==> src/inc/cie_regs.svh <==
// constants for the instruction subset executor: opcodes, vectors, stack depth
// assumes inclusion by bare name from the core module
`ifndef CIE_REGS_SVH
`define CIE_REGS_SVH
// ----------------------------------------
// opcode patterns
// ----------------------------------------
`define CIE_OP_CALL_PFX 2'h2
`define CIE_OP_SKIP_PFX 4'h7
`define CIE_OP_ZFILE_PFX 7'h03
`define CIE_OP_ZACC 14'h0103
`define CIE_OP_RET 14'h0008
`define CIE_OP_IRET 14'h0009
`define CIE_OP_RRC_PFX 6'h0c
// ----------------------------------------
// program counter values and stack depth
// ----------------------------------------
`define CIE_IRQ_VECTOR 13'h0004
`define CIE_PC_RESET 13'h0000
`define CIE_STACK_DEPTH 8
`endif

==> src/inc/cie_pkg.sv <==
// types shared by the instruction subset executor
// assumes the constants header is on the include path
package cie_pkg;
  // status flags touched by this subset
  typedef struct packed
  {
    logic result_nil_flag;
    logic rollover_bit;
  } cie_flags_s;
  // file register write request
  typedef struct packed
  {
    logic en;
    logic [6:0] addr;
    logic [7:0] data;
  } cie_fwr_s;
  // execution phase
  typedef enum logic [0:0]
  {
    CIE_EXEC = 1'b0,
    CIE_FLUSH = 1'b1
  } cie_state_e;
endpackage

==> src/verilog/cie_core.sv <==
// executes a subset of an 8-bit core: skip, call, return, clears, rotate, irq entry
// assumes instructions arrive prefetched and file reads are combinational
// Function
// - interrupt saves only the return pc
// - skip_if_bit_high tests bit b of file
// - taken skip flushes prefetch, two cycles
// - call pushes pc plus one first
// - call loads literal and pc_upper_holding bits
// - call decoded by prefix, two cycles
// - zero_file_reg clears file, sets nil flag
// - return pops stack into pc, two cycles
// - rotate right through rollover_bit only
// - destination bit selects accumulator or file
// - irq clears enable, pushes, vectors 0004h
// - interrupt_return_op pops and sets enable
`timescale 1ns/1ns
`include "cie_regs.svh"
module cie_core
  import cie_pkg::*;
#(
  parameter int DEPTH = `CIE_STACK_DEPTH
)
(
  // clock and reset
  input wire logic clk,
  input wire logic reset_n,
  // instruction stream
  input wire logic [13:0] instr,
  input wire logic irq_req,
  // file register access
  input wire logic [7:0] file_rdata,
  output logic [6:0] file_raddr,
  output cie_fwr_s file_wr,
  input wire logic [7:0] pc_upper_holding,
  // visible core state
  output logic [12:0] pc,
  output logic [7:0] accumulator,
  output cie_flags_s flags,
  output logic master_irq_enable,
  output logic flush
);
  // ----------------------------------------
  // state
  // ----------------------------------------
  cie_state_e state, next_state; // flush phase after a redirect
  logic [12:0] stack [DEPTH]; // return addresses, circular like the real core
  logic [$clog2(DEPTH)-1:0] sp, next_sp; // next free slot
  logic [12:0] next_pc;
  logic [7:0] next_acc;
  cie_flags_s next_flags;
  logic next_gie;
  logic push;
  logic [12:0] push_val;
  logic [12:0] stack_head; // top of stack
  logic [$clog2(DEPTH)-1:0] sp_dec;
  logic [7:0] rot;
  logic take_irq;

  assign sp_dec = sp - 1'b1;
  assign stack_head = stack[sp_dec];
  assign file_raddr = instr[6:0];
  assign flush = (state == CIE_FLUSH);
  assign rot = {flags.rollover_bit, file_rdata[7:1]};
  // irq is only taken at an instruction boundary, never mid-flush
  assign take_irq = irq_req && master_irq_enable && (state == CIE_EXEC);

  // ----------------------------------------
  // next-value logic
  // ----------------------------------------
  always_comb
  begin
    next_state = CIE_EXEC;
    next_pc = pc + 13'h0001;
    next_acc = accumulator;
    next_flags = flags;
    next_gie = master_irq_enable;
    next_sp = sp;
    push = 1'b0;
    push_val = pc + 13'h0001;
    file_wr = '0;
    if (state == CIE_FLUSH)
    begin
      // prefetched word discarded, nop cycle
      next_pc = pc;
    end
    else if (take_irq)
    begin
      // only the return pc is saved; w and status left to software
      push = 1'b1;
      push_val = pc;
      next_gie = 1'b0;
      next_pc = `CIE_IRQ_VECTOR;
      next_state = CIE_FLUSH;
    end
    else if (instr[13:12] == `CIE_OP_CALL_PFX && !instr[11])
    begin
      // call: push pc+1, then jump
      push = 1'b1;
      next_pc = {pc_upper_holding[4:3], instr[10:0]};
      next_state = CIE_FLUSH;
    end
    else if (instr[13:10] == `CIE_OP_SKIP_PFX)
    begin
      // skip when tested bit is one; flags untouched
      if (file_rdata[instr[9:7]])
      begin
        // step over the discarded word so execution resumes two words on
        next_pc = pc + 13'h0002;
        next_state = CIE_FLUSH;
      end
    end
    else if (instr[13:7] == `CIE_OP_ZFILE_PFX)
    begin
      file_wr = '{en: 1'b1, addr: instr[6:0], data: 8'h00};
      next_flags.result_nil_flag = 1'b1;
    end
    else if (instr == `CIE_OP_ZACC)
    begin
      next_acc = 8'h00;
      next_flags.result_nil_flag = 1'b1;
    end
    else if (instr == `CIE_OP_RET || instr == `CIE_OP_IRET)
    begin
      next_sp = sp_dec;
      next_pc = stack_head;
      next_state = CIE_FLUSH;
      if (instr == `CIE_OP_IRET)
        next_gie = 1'b1;
    end
    else if (instr[13:8] == `CIE_OP_RRC_PFX)
    begin
      next_flags.rollover_bit = file_rdata[0];
      if (instr[7])
        file_wr = '{en: 1'b1, addr: instr[6:0], data: rot};
      else
        next_acc = rot;
    end
    if (push)
      next_sp = sp + 1'b1;
  end

  // ----------------------------------------
  // registers
  // ----------------------------------------
  always_ff @(posedge clk or negedge reset_n)
  begin
    if (!reset_n)
    begin
      state <= CIE_EXEC;
      pc <= `CIE_PC_RESET;
      accumulator <= 8'h00;
      flags <= '0;
      master_irq_enable <= 1'b0;
      sp <= '0;
    end
    else
    begin
      state <= next_state;
      pc <= next_pc;
      accumulator <= next_acc;
      flags <= next_flags;
      master_irq_enable <= next_gie;
      sp <= next_sp;
    end
  end

  // stack storage, no reset needed; contents undefined until pushed
  always_ff @(posedge clk)
  begin
    if (push)
      stack[sp] <= push_val;
  end

  // ----------------------------------------
  // checks
  // ----------------------------------------
  a_irq_vector: assert property (@(posedge clk) disable iff (!reset_n)
    take_irq |=> pc == `CIE_IRQ_VECTOR && !master_irq_enable && flush)
    else $error("irq entry did not vector");
  a_irq_keeps_acc: assert property (@(posedge clk) disable iff (!reset_n)
    take_irq |=> $stable(accumulator) && $stable(flags))
    else $error("irq entry changed w or flags");
  a_call_target: assert property (@(posedge clk) disable iff (!reset_n)
    (!flush && !take_irq && instr[13:11] == 3'b100) |=>
    pc == {$past(pc_upper_holding[4:3]), $past(instr[10:0])} ##1 pc == $past(pc))
    else $error("call target or flush wrong");
  a_call_push: assert property (@(posedge clk) disable iff (!reset_n)
    (!flush && !take_irq && instr[13:11] == 3'b100) |=> stack_head == $past(pc) + 13'h0001)
    else $error("call pushed wrong address");
  a_skip_taken: assert property (@(posedge clk) disable iff (!reset_n)
    (!flush && !take_irq && instr[13:10] == 4'h7 && file_rdata[instr[9:7]]) |=>
    flush && $stable(flags) && pc == $past(pc) + 13'h0002)
    else $error("taken skip did not flush");
  a_zero_file: assert property (@(posedge clk) disable iff (!reset_n)
    (!flush && !take_irq && instr[13:7] == 7'h03) |->
    file_wr.en && file_wr.data == 8'h00 ##1 flags.result_nil_flag)
    else $error("file clear wrong");
  a_rotate_carry: assert property (@(posedge clk) disable iff (!reset_n)
    (!flush && !take_irq && instr[13:8] == 6'h0c) |=>
    flags.rollover_bit == $past(file_rdata[0]) &&
    flags.result_nil_flag == $past(flags.result_nil_flag))
    else $error("rotate carry wrong");
  a_rotate_dest: assert property (@(posedge clk) disable iff (!reset_n)
    (!flush && !take_irq && instr[13:7] == 7'h18) |=>
    accumulator == {$past(flags.rollover_bit), $past(file_rdata[7:1])})
    else $error("rotate into w wrong");
  a_iret_enable: assert property (@(posedge clk) disable iff (!reset_n)
    (!flush && !take_irq && instr == 14'h0009) |=> master_irq_enable && flush)
    else $error("return from irq did not enable");
  // a discarded word may neither write a file register nor move the pc
  a_flush_quiet: assert property (@(posedge clk) disable iff (!reset_n)
    flush |-> !file_wr.en ##1 !flush && pc == $past(pc))
    else $error("flush cycle was not a no-operation");
  // plain return lands on the popped address and enters the flush phase
  a_ret_pop: assert property (@(posedge clk) disable iff (!reset_n)
    (!flush && !take_irq && instr == `CIE_OP_RET) |=> pc == $past(stack_head) && flush)
    else $error("return did not pop the stack");
  // irq entry stacks the address of the instruction it pre-empted
  a_irq_push: assert property (@(posedge clk) disable iff (!reset_n)
    take_irq |=> stack_head == $past(pc))
    else $error("irq entry pushed wrong address");
  // accumulator clear touches no file register and keeps the rollover bit
  a_zero_acc: assert property (@(posedge clk) disable iff (!reset_n)
    (!flush && !take_irq && instr == `CIE_OP_ZACC) |->
    !file_wr.en ##1 accumulator == 8'h00 && flags.result_nil_flag && $stable(flags.rollover_bit))
    else $error("accumulator clear wrong");
  // call changes neither flags nor accumulator
  a_call_flags: assert property (@(posedge clk) disable iff (!reset_n)
    (!flush && !take_irq && instr[13:11] == 3'b100) |=> $stable(flags) && $stable(accumulator))
    else $error("call changed flags or accumulator");
endmodule

==> config.mk <==
export PLATFORM = sky130hd
export DESIGN_NAME = cie_core
export DESIGN_NICKNAME = d
export VERILOG_FILES = /design/src/inc/cie_pkg.sv /design/src/verilog/cie_core.sv
export VERILOG_INCLUDE_DIRS = /design/src /design/src/inc
export SDC_FILE = /design/constraint.sdc
export NUM_CORES = 1
export LEC_CHECK = 0
export BUFFER_PORTS_ARGS = -buffer_cell sky130_fd_sc_hd__buf_2
export CORE_MARGIN = 4
export CORE_UTILIZATION = 53
export DETAILED_ROUTE_END_ITERATION = 6
export HOLD_SLACK_MARGIN = 0.03
export PLACE_DENSITY = 0.77
export REMOVE_ABC_BUFFERS = 1
export SLEW_MARGIN = 10
export SYNTH_ARGS = -nofsm -noshare
export SYNTH_HDL_FRONTEND = slang
export SYNTH_SLANG_ARGS = --single-unit
==> constraint.sdc <==
create_clock -name clk -period 2.75 [get_ports clk]
set_input_delay 0.275 -clock clk [delete_from_list [all_inputs] [get_ports clk]]
set_output_delay 0.275 -clock clk [all_outputs]
set_load 0.01 [all_outputs]
==> metrics.txt, run 1 <==
nature of the critical path endpoint=output pin; ordered list of cells on the worst path=and3b_1, or2_2, nor3_2, o211a_1, and2_1, buf_2; Routed wire per std cell=between 20 and 25 µm; RSZ-0062 raised after global routing=no; FF-to-FF End=pc[2]; gr usage total=24.3%; Seq/Total Area, Yosys=between 50% and 60%; Remaining DRCs=0; Setup WS post-layout=between 150 and 200 ps; Mean Syn Cell Area=12.7 µm²; die width=roughly 120 µm; postcts setup bufs=0; ys async rst share=a little over a fifth; minimum clock period=2580 ps; CP max stage cell=dfrtp_1; Top Ports=81; Port-buffer cells=74; H-tree depth=4; Worst Reg-to-Reg Cells=8; outcome=completed; Max stage delay on crit path=approximately 410 ps; Max Cap Viol=0; Sink Count=132; clock buffer count from CTS=17; Final Max Slew Viols=0; Clk pwr share=between 20% and 30%; CTS tree=done; initial antenna violation count=0; clk buf depth=2; Antenna Diode Count=0; Syn-to-layout area delta=17.9%; Post-synth EDFFs=roughly 100; Synth Flop Type=edfxtp_1; Seq cells post-synth=132; number of global-route vias before repair=roughly 4,800; drt total wl=about 17,000 µm; Setup-failing EPs final=0; Mapped Cells=approximately 520; Layout Nets=645; pin count of the biggest net entering global routing=29; Psw=roughly 2.6 mW; switching share of power=around a third; distinct cell type count after synthesis=65; drt initial violations=~440; reg-to-reg startpoint=sp[1]; worst slack, placed=between 200 and 250 ps; placed cells=between 700 and 800; highest-count cells in the layout ignoring fill and taps=104 x edfxtp_1, 74 x buf_2, 61 x nand2_1; Logic pwr share=a little over a third; Post-DP HPWL=~12,000 µm; Die Y=~120 µm; Syn. warnings=0; VDD IR-drop max=between 0.6 and 0.7 mV; Core ar.=between 10,000 and 15,000 µm²; vias=roughly 4,900; final hold violations=0; share of cells above drive strength 1=between 20 and 30%; Final Cycle Share=93.9%; GP Congestion=0.943; Reg2Reg Setup Slack=360 ps; root buf cell=clkbuf_16; Critical Path End=file_wr[9]; sequential share of power=between 30% and 40%; internal power=about 5 mW; Pleak=between 3 and 4 nW; via-per-instance ratio=between 6 and 7; FMAX=between 300 and 400 MHz; commonest non-fill, non-tap cell in the layout=edfxtp_1; CP required=~2500 ps; final clock skew=roughly 4.8 ps; CP startpoint kind=flip-flop; kind of critical path=flip-flop to output pin; min-delay worst type=primary input to flip-flop; initial core utilization=between 50 and 60%; TNS Setup=0 ps; crit-path max FO=8; Post-Syn Area=6650 µm²; crit path DAT=~2300 ps; Worst setup startpoint=master_irq_enable; global-route wire length before repair=26,500 µm; worst-skew pair later-pin latency=approximately 420 ps; GRT overflow=0; Slew headroom=around 42%; Antenna Nets Post-Route=0; clock slew at reported path FFs=about 60 ps; pwr dens=969 nW/µm²; first-pass iteration count of the detailed router=5; Die ar.=~14,000 µm²; Finished Layout Cells=around 790; FP Rows=40; Least-Margin Pin Slew=862 ps
==> layout make-up <==
| class | count | area (µm²) |
|---|---|---|
| Fill cell | 927 | 4320 |
| Clock buffer | 19 | 433 |
| Clock inverter | 12 | 108 |
| Multi-Input combinational cell | 331 | 2550 |
| Sequential cell | 132 | 3820 |
| Timing Repair Buffer | 109 | 648 |
| Tap cell | 168 | 210 |
| Inverter | 17 | 63.8 |
==> worst min path at each step <==
stage | start | endpoint | slack [ps] | cells past startpoint
2_1_floorplan | reset_n | accumulator[0] | -20 | 0
3_3_place_gp | reset_n | accumulator[0] | 350 | 1
3_5_place_dp | reset_n | accumulator[0] | 350 | 1
4_1_cts | file_rdata[0] | flags[0] | 90 | 2
5_1_grt | file_rdata[0] | flags[0] | 100 | 2
6_report | file_rdata[0] | flags[0] | 100 | 2
==> power groups by stage <==
stage	Clock (mW)	Combinational (mW)	Sequential (mW)
2_1_floorplan	0	1.59	2.96
4_1_cts	2.10	2.69	2.82
3_5_place_dp	0	2.66	2.85
6_report	2.07	2.69	2.83
5_1_grt	2.19	2.92	2.85
3_3_place_gp	0	2.57	2.84
==> through the flow <==
| step | total power [mW] | hold WS (ps) | instance area (µm²) | util, % |
|---|---|---|---|---|
| 2_1_floorplan | 4.54 | -20.6 | 6420 | - |
| 4_1_cts | 7.61 | 92.0 | 7840 | 64.4 |
| 3_3_place_gp | 5.41 | 350 | 7280 | 59.9 |
| 5_1_grt | 7.96 | 100 | 7840 | 64.5 |
| 6_report | 7.60 | 102 | 7840 | 64.5 |
| 3_5_place_dp | 5.52 | 346 | 7280 | 59.9 |
==> cell usage after synthesis, drive strengths merged, types with 5 or more instances <==
master / n / share of area [%]
o211ai: 5 / 0.64
a21oi: 16 / 1.2
nand4: 8 / 0.75
mux2i: 13 / 2.0
nand2b: 5 / 0.47
edfxtp: 104 / 47
or4: 5 / 0.62
mux4: 25 / 8.5
xnor2: 15 / 2.0
and2: 18 / 1.7
a31oi: 11 / 1.0
clkbuf: 25 / 1.4
buf: 18 / 2.0
inv: 16 / 0.90
o21ai: 12 / 0.90
nor3: 13 / 1.1
nor2: 24 / 1.4
xor2: 10 / 1.3
nor4: 6 / 0.79
mux2: 6 / 1.0
a211oi: 6 / 0.75
dfrtp: 28 / 11
nand2: 61 / 3.4
nand3: 16 / 1.2
==> worst max-delay path, delay by kind of cell (launching register included) <==
family,cells,cell delay [ps]
flops,1,410
buf+inv,1,120
simple gates,4,1060
compound gates,1,300
==> flip-flops by register name (all words and copies together), names as in the netlist <==
name and cells:
stack 104, pc 13, accumulator 8, sp 3
flags 2, flush 1, master_irq_enable 1
==> logic make-up (layout without fill, tap and decap cells) <==
kind of cell	after synthesis	after routing	share of synthesized area, %
AO/OA/AOI/OAI	83	83	9.09
XOR/XNOR	25	25	3.29
adder cells (fa/ha/maj)	4	4	0.753
buffers and inverters	60	157	4.35
flip-flops	132	132	57.5
multiplexers	44	44	11.4
AND/OR/NAND/NOR	175	175	13.6
==> what timing repair did <==
action / in CTS / in global routing
endpoints found under the hold margin: 28 / 0
gates cloned: 0 / 0
resized for setup: 1 / 1
endpoints found under the setup margin: 15 / 1
hold buffers: 1 / 0
==> routing by layer <==
| metal | routed length, µm | track usage [%] | up-vias |
|---|---|---|---|
| met4 | 452 | 10.3 | 0 |
| met3 | 1460 | 5.84 | 43 |
| met5 | 0 | 0 | - |
| met2 | 7960 | 38.0 | 269 |
| li1 | - | - | 2150 |
| met1 | 6890 | 32.8 | 2413 |
Power figures use the tool's default switching activity.
==> run 2: changes to the inputs <==
--- a/config.mk
+++ b/config.mk
@@ -6,12 +6,13 @@
 export SDC_FILE = /design/constraint.sdc
 export NUM_CORES = 1
 export LEC_CHECK = 0
+export ABC_AREA = 1
 export BUFFER_PORTS_ARGS = -buffer_cell sky130_fd_sc_hd__buf_2
 export CORE_MARGIN = 4
 export CORE_UTILIZATION = 53
 export DETAILED_ROUTE_END_ITERATION = 6
 export HOLD_SLACK_MARGIN = 0.03
-export PLACE_DENSITY = 0.77
+export PLACE_DENSITY = 0.76
 export REMOVE_ABC_BUFFERS = 1
 export SLEW_MARGIN = 10
 export SYNTH_ARGS = -nofsm -noshare
==> run 2 against run 1 <==
Compared with the run above:
- clock skew is 1.2 ps higher
- critical path depth is 4 higher
- via count is 23% higher
- register-to-register slack better by 50 ps
- routed wire length is 8.1% higher
- utilization is 0.084 points lower
- maximum frequency is 5.7% higher
- design area is 5.3% higher
- non-clock buffer count is 1 lower
- critical path type unchanged
==> metrics.txt, run 2 <==
worst-skew pair later-pin latency=between 400 and 500 ps; share of cells above drive strength 1=just under 20%; Remaining DRCs=0; crit-path max FO=8; Routed wire per std cell=approximately 17 µm; clock buffer count from CTS=17; CP startpoint kind=flip-flop; drt initial violations=between 700 and 800; minimum clock period=about 2400 ps; Post-Syn Area=between 7000 and 8000 µm²; synth cell count leaders=293 x nand2_1, 105 x nand3_1, 104 x edfxtp_1, 58 x inv_1, 58 x nor2_1; largest area contributor in the netlist=edfxtp_1; Syn-to-layout area delta=16.7%; commonest non-fill, non-tap cell in the layout=nand2_1; Post-DP HPWL=12,400 µm; Top Ports=81; GP Congestion=roughly 0.94; Post-synth EDFFs=around 100; Pleak=3.71 nW; initial antenna violation count=0; Seq cells post-synth=132; Slew headroom=around 33%; GRT overflow=0; Die Y=about 120 µm; top cell type's share of synthesized area=between 40% and 50%; Antenna Diode Count=0; RSZ-0062 raised after global routing=no; drt total wl=~18,000 µm; kind of critical path=flip-flop to output pin; Syn. warnings=0; clk buf depth=2; Layout Nets=between 900 and 1,000; gr usage total=between 20 and 25%; die width=124 µm; Synth Flop Type=edfxtp_1; post-synthesis simple-gate area fraction=between 30% and 40%; Mean Syn Cell Area=around 8.6 µm²; clock slew at reported path FFs=60 ps; global-route wire length before repair=between 20,000 and 30,000 µm; crit path DAT=~2200 ps; CP required=2480 ps; largest registers=stack (104), pc (13), accumulator (8); root buf cell=clkbuf_16; multiplexer share of the synthesized area=0%; VDD IR-drop max=between 0.9 and 1 mV; Setup-failing EPs final=0; initial core utilization=about 55%; Biggest register=stack; nature of the critical path endpoint=output pin; Antenna Nets Post-Route=0; Port-buffer cells=between 70 and 80; largest family of logic cells by synthesized area=simple AND/OR/NAND/NOR gates; Post-Synth XOR/XNOR Area=under 10%; max FFs per register=roughly 100; final hold violations=0; Sink Count=~130; FMAX=~400 MHz; distinct cell type count after synthesis=41; pin count of the biggest net entering global routing=56; Compound-Gate Fraction of Synth Area=under 10%; Seq/Total Area, Yosys=around 54%; Core ar.=12,800 µm²; worst slack, placed=approximately 460 ps; Mapped Cells=slightly above 800; CTS tree=done; number of global-route vias before repair=roughly 5,500; via-per-instance ratio=between 5 and 6; min-delay worst type=primary input to flip-flop; most frequent CP cell=nor2_4; first-pass iteration count of the detailed router=7; final clock skew=roughly 6 ps; outcome=completed; pwr dens=around 1100 nW/µm²; highest-count cells in the layout ignoring fill and taps=293 x nand2_1, 105 x nand3_1, 104 x edfxtp_1; vias=about 6,000; H-tree depth=4; Final Max Slew Viols=0; ordered list of cells on the worst path=nand2_1, nor2_4, clkinv_4, nand2_4, nor2_4, nand2_2, a21oi_2, nand3_2, nor2_1, buf_2; Total Power=between 9 and 10 mW; Die ar.=between 15,000 and 20,000 µm²; Max Cap Viol=0; FP Rows=41; Max stage delay on crit path=about 400 ps; Synth area leaders=edfxtp_1 44%, nand2_1 16%, dfrtp_1 9.9%; adder-cell area share of the yosys netlist=less than 1%; Setup WS post-layout=between 300 and 400 ps; Least-Margin Pin Slew=about 1000 ps; CP max stage cell=dfrtp_1; ys async rst share=a little over a fifth; most common cell in the synthesized netlist=nand2_1; Final Cycle Share=between 80% and 90%
run 2: changes by cell type after synthesis, moves of 18 or more:
cell     delta
and2_1     -18
mux4_2     -25
nand2_1   +232
nor2_1     +34
nand3_1    +89
inv_1      +42
run 2: path summary, 6_finish.rpt:
path,to,slack [ps],start,cells after the start
max in group asynchronous,pc[2],1860,reset_n,2
min in group asynchronous,pc[9],430,reset_n,2
setup / recovery,file_wr[7],310,master_irq_enable,10
setup reg to reg,stack[2][5],410,pc[1],6
hold reg to reg,flags[1],470,flags[1],1
hold / removal,accumulator[6],140,file_rdata[7],3
run 2: cell type report:
class                           instances  area (µm²)
Timing Repair Buffer                  108         628
Fill cell                            1067        4570
Multi-Input combinational cell        580        2750
Inverter                               70         270
Clock buffer                           17         425
Tap cell                              172         215
Sequential cell                       132        3820
Clock inverter                         14         144
run 2: cell families after synthesis:
family	Yosys count
compound gates	71
xor+xnor	16
simple gates	489
flops	132
buf+inv	110
fa+ha+maj	4
run 2: per-stage QoR:
step	instances	TNS [ps]	hold slack (ps)	util [%]	area, µm²
final	1093	0	141	64.4	8260
after global routing	1093	0	162	64.4	8260
after CTS	1093	0	140	64.4	8260
after detailed placement	1061	0	352	59.9	7680
after global placement	1061	0	350	59.9	7680
after floorplan	782	-10360	-20.6	-	6840
run 2: report_power, final:
group	switching (mW)	leakage [nW]	internal (mW)
Clock	0.807	0.276	1.39
Sequential	0.288	1.29	2.85
Combinational	2.79	2.14	1.28
run 2: worst max-delay path: cells and delay by family (launching register included):
family          cells  cell delay (ps)
compound gates      1              210
buf+inv             2              200
flops               1              400
simple gates        7              920
run 2: routing by layer:
| metal | vias to the layer above | share of wire (%) | GRT usage (%) |
|---|---|---|---|
| met2 | 300 | 46 | 36.6 |
| met4 | 0 | 2.3 | 9.55 |
| met5 | - | 0 | 0 |
| met1 | 2786 | 42 | 35.1 |
| met3 | 41 | 9.5 | 6.36 |
| li1 | 2871 | - | - |
run 2: what timing repair did:
| action | in CTS | in global routing |
|---|---|---|
| setup buffers | 0 | 0 |
| hold buffers | 1 | 0 |
| hold endpoints to repair | 28 | 0 |
| gates resized for setup | 0 | 0 |
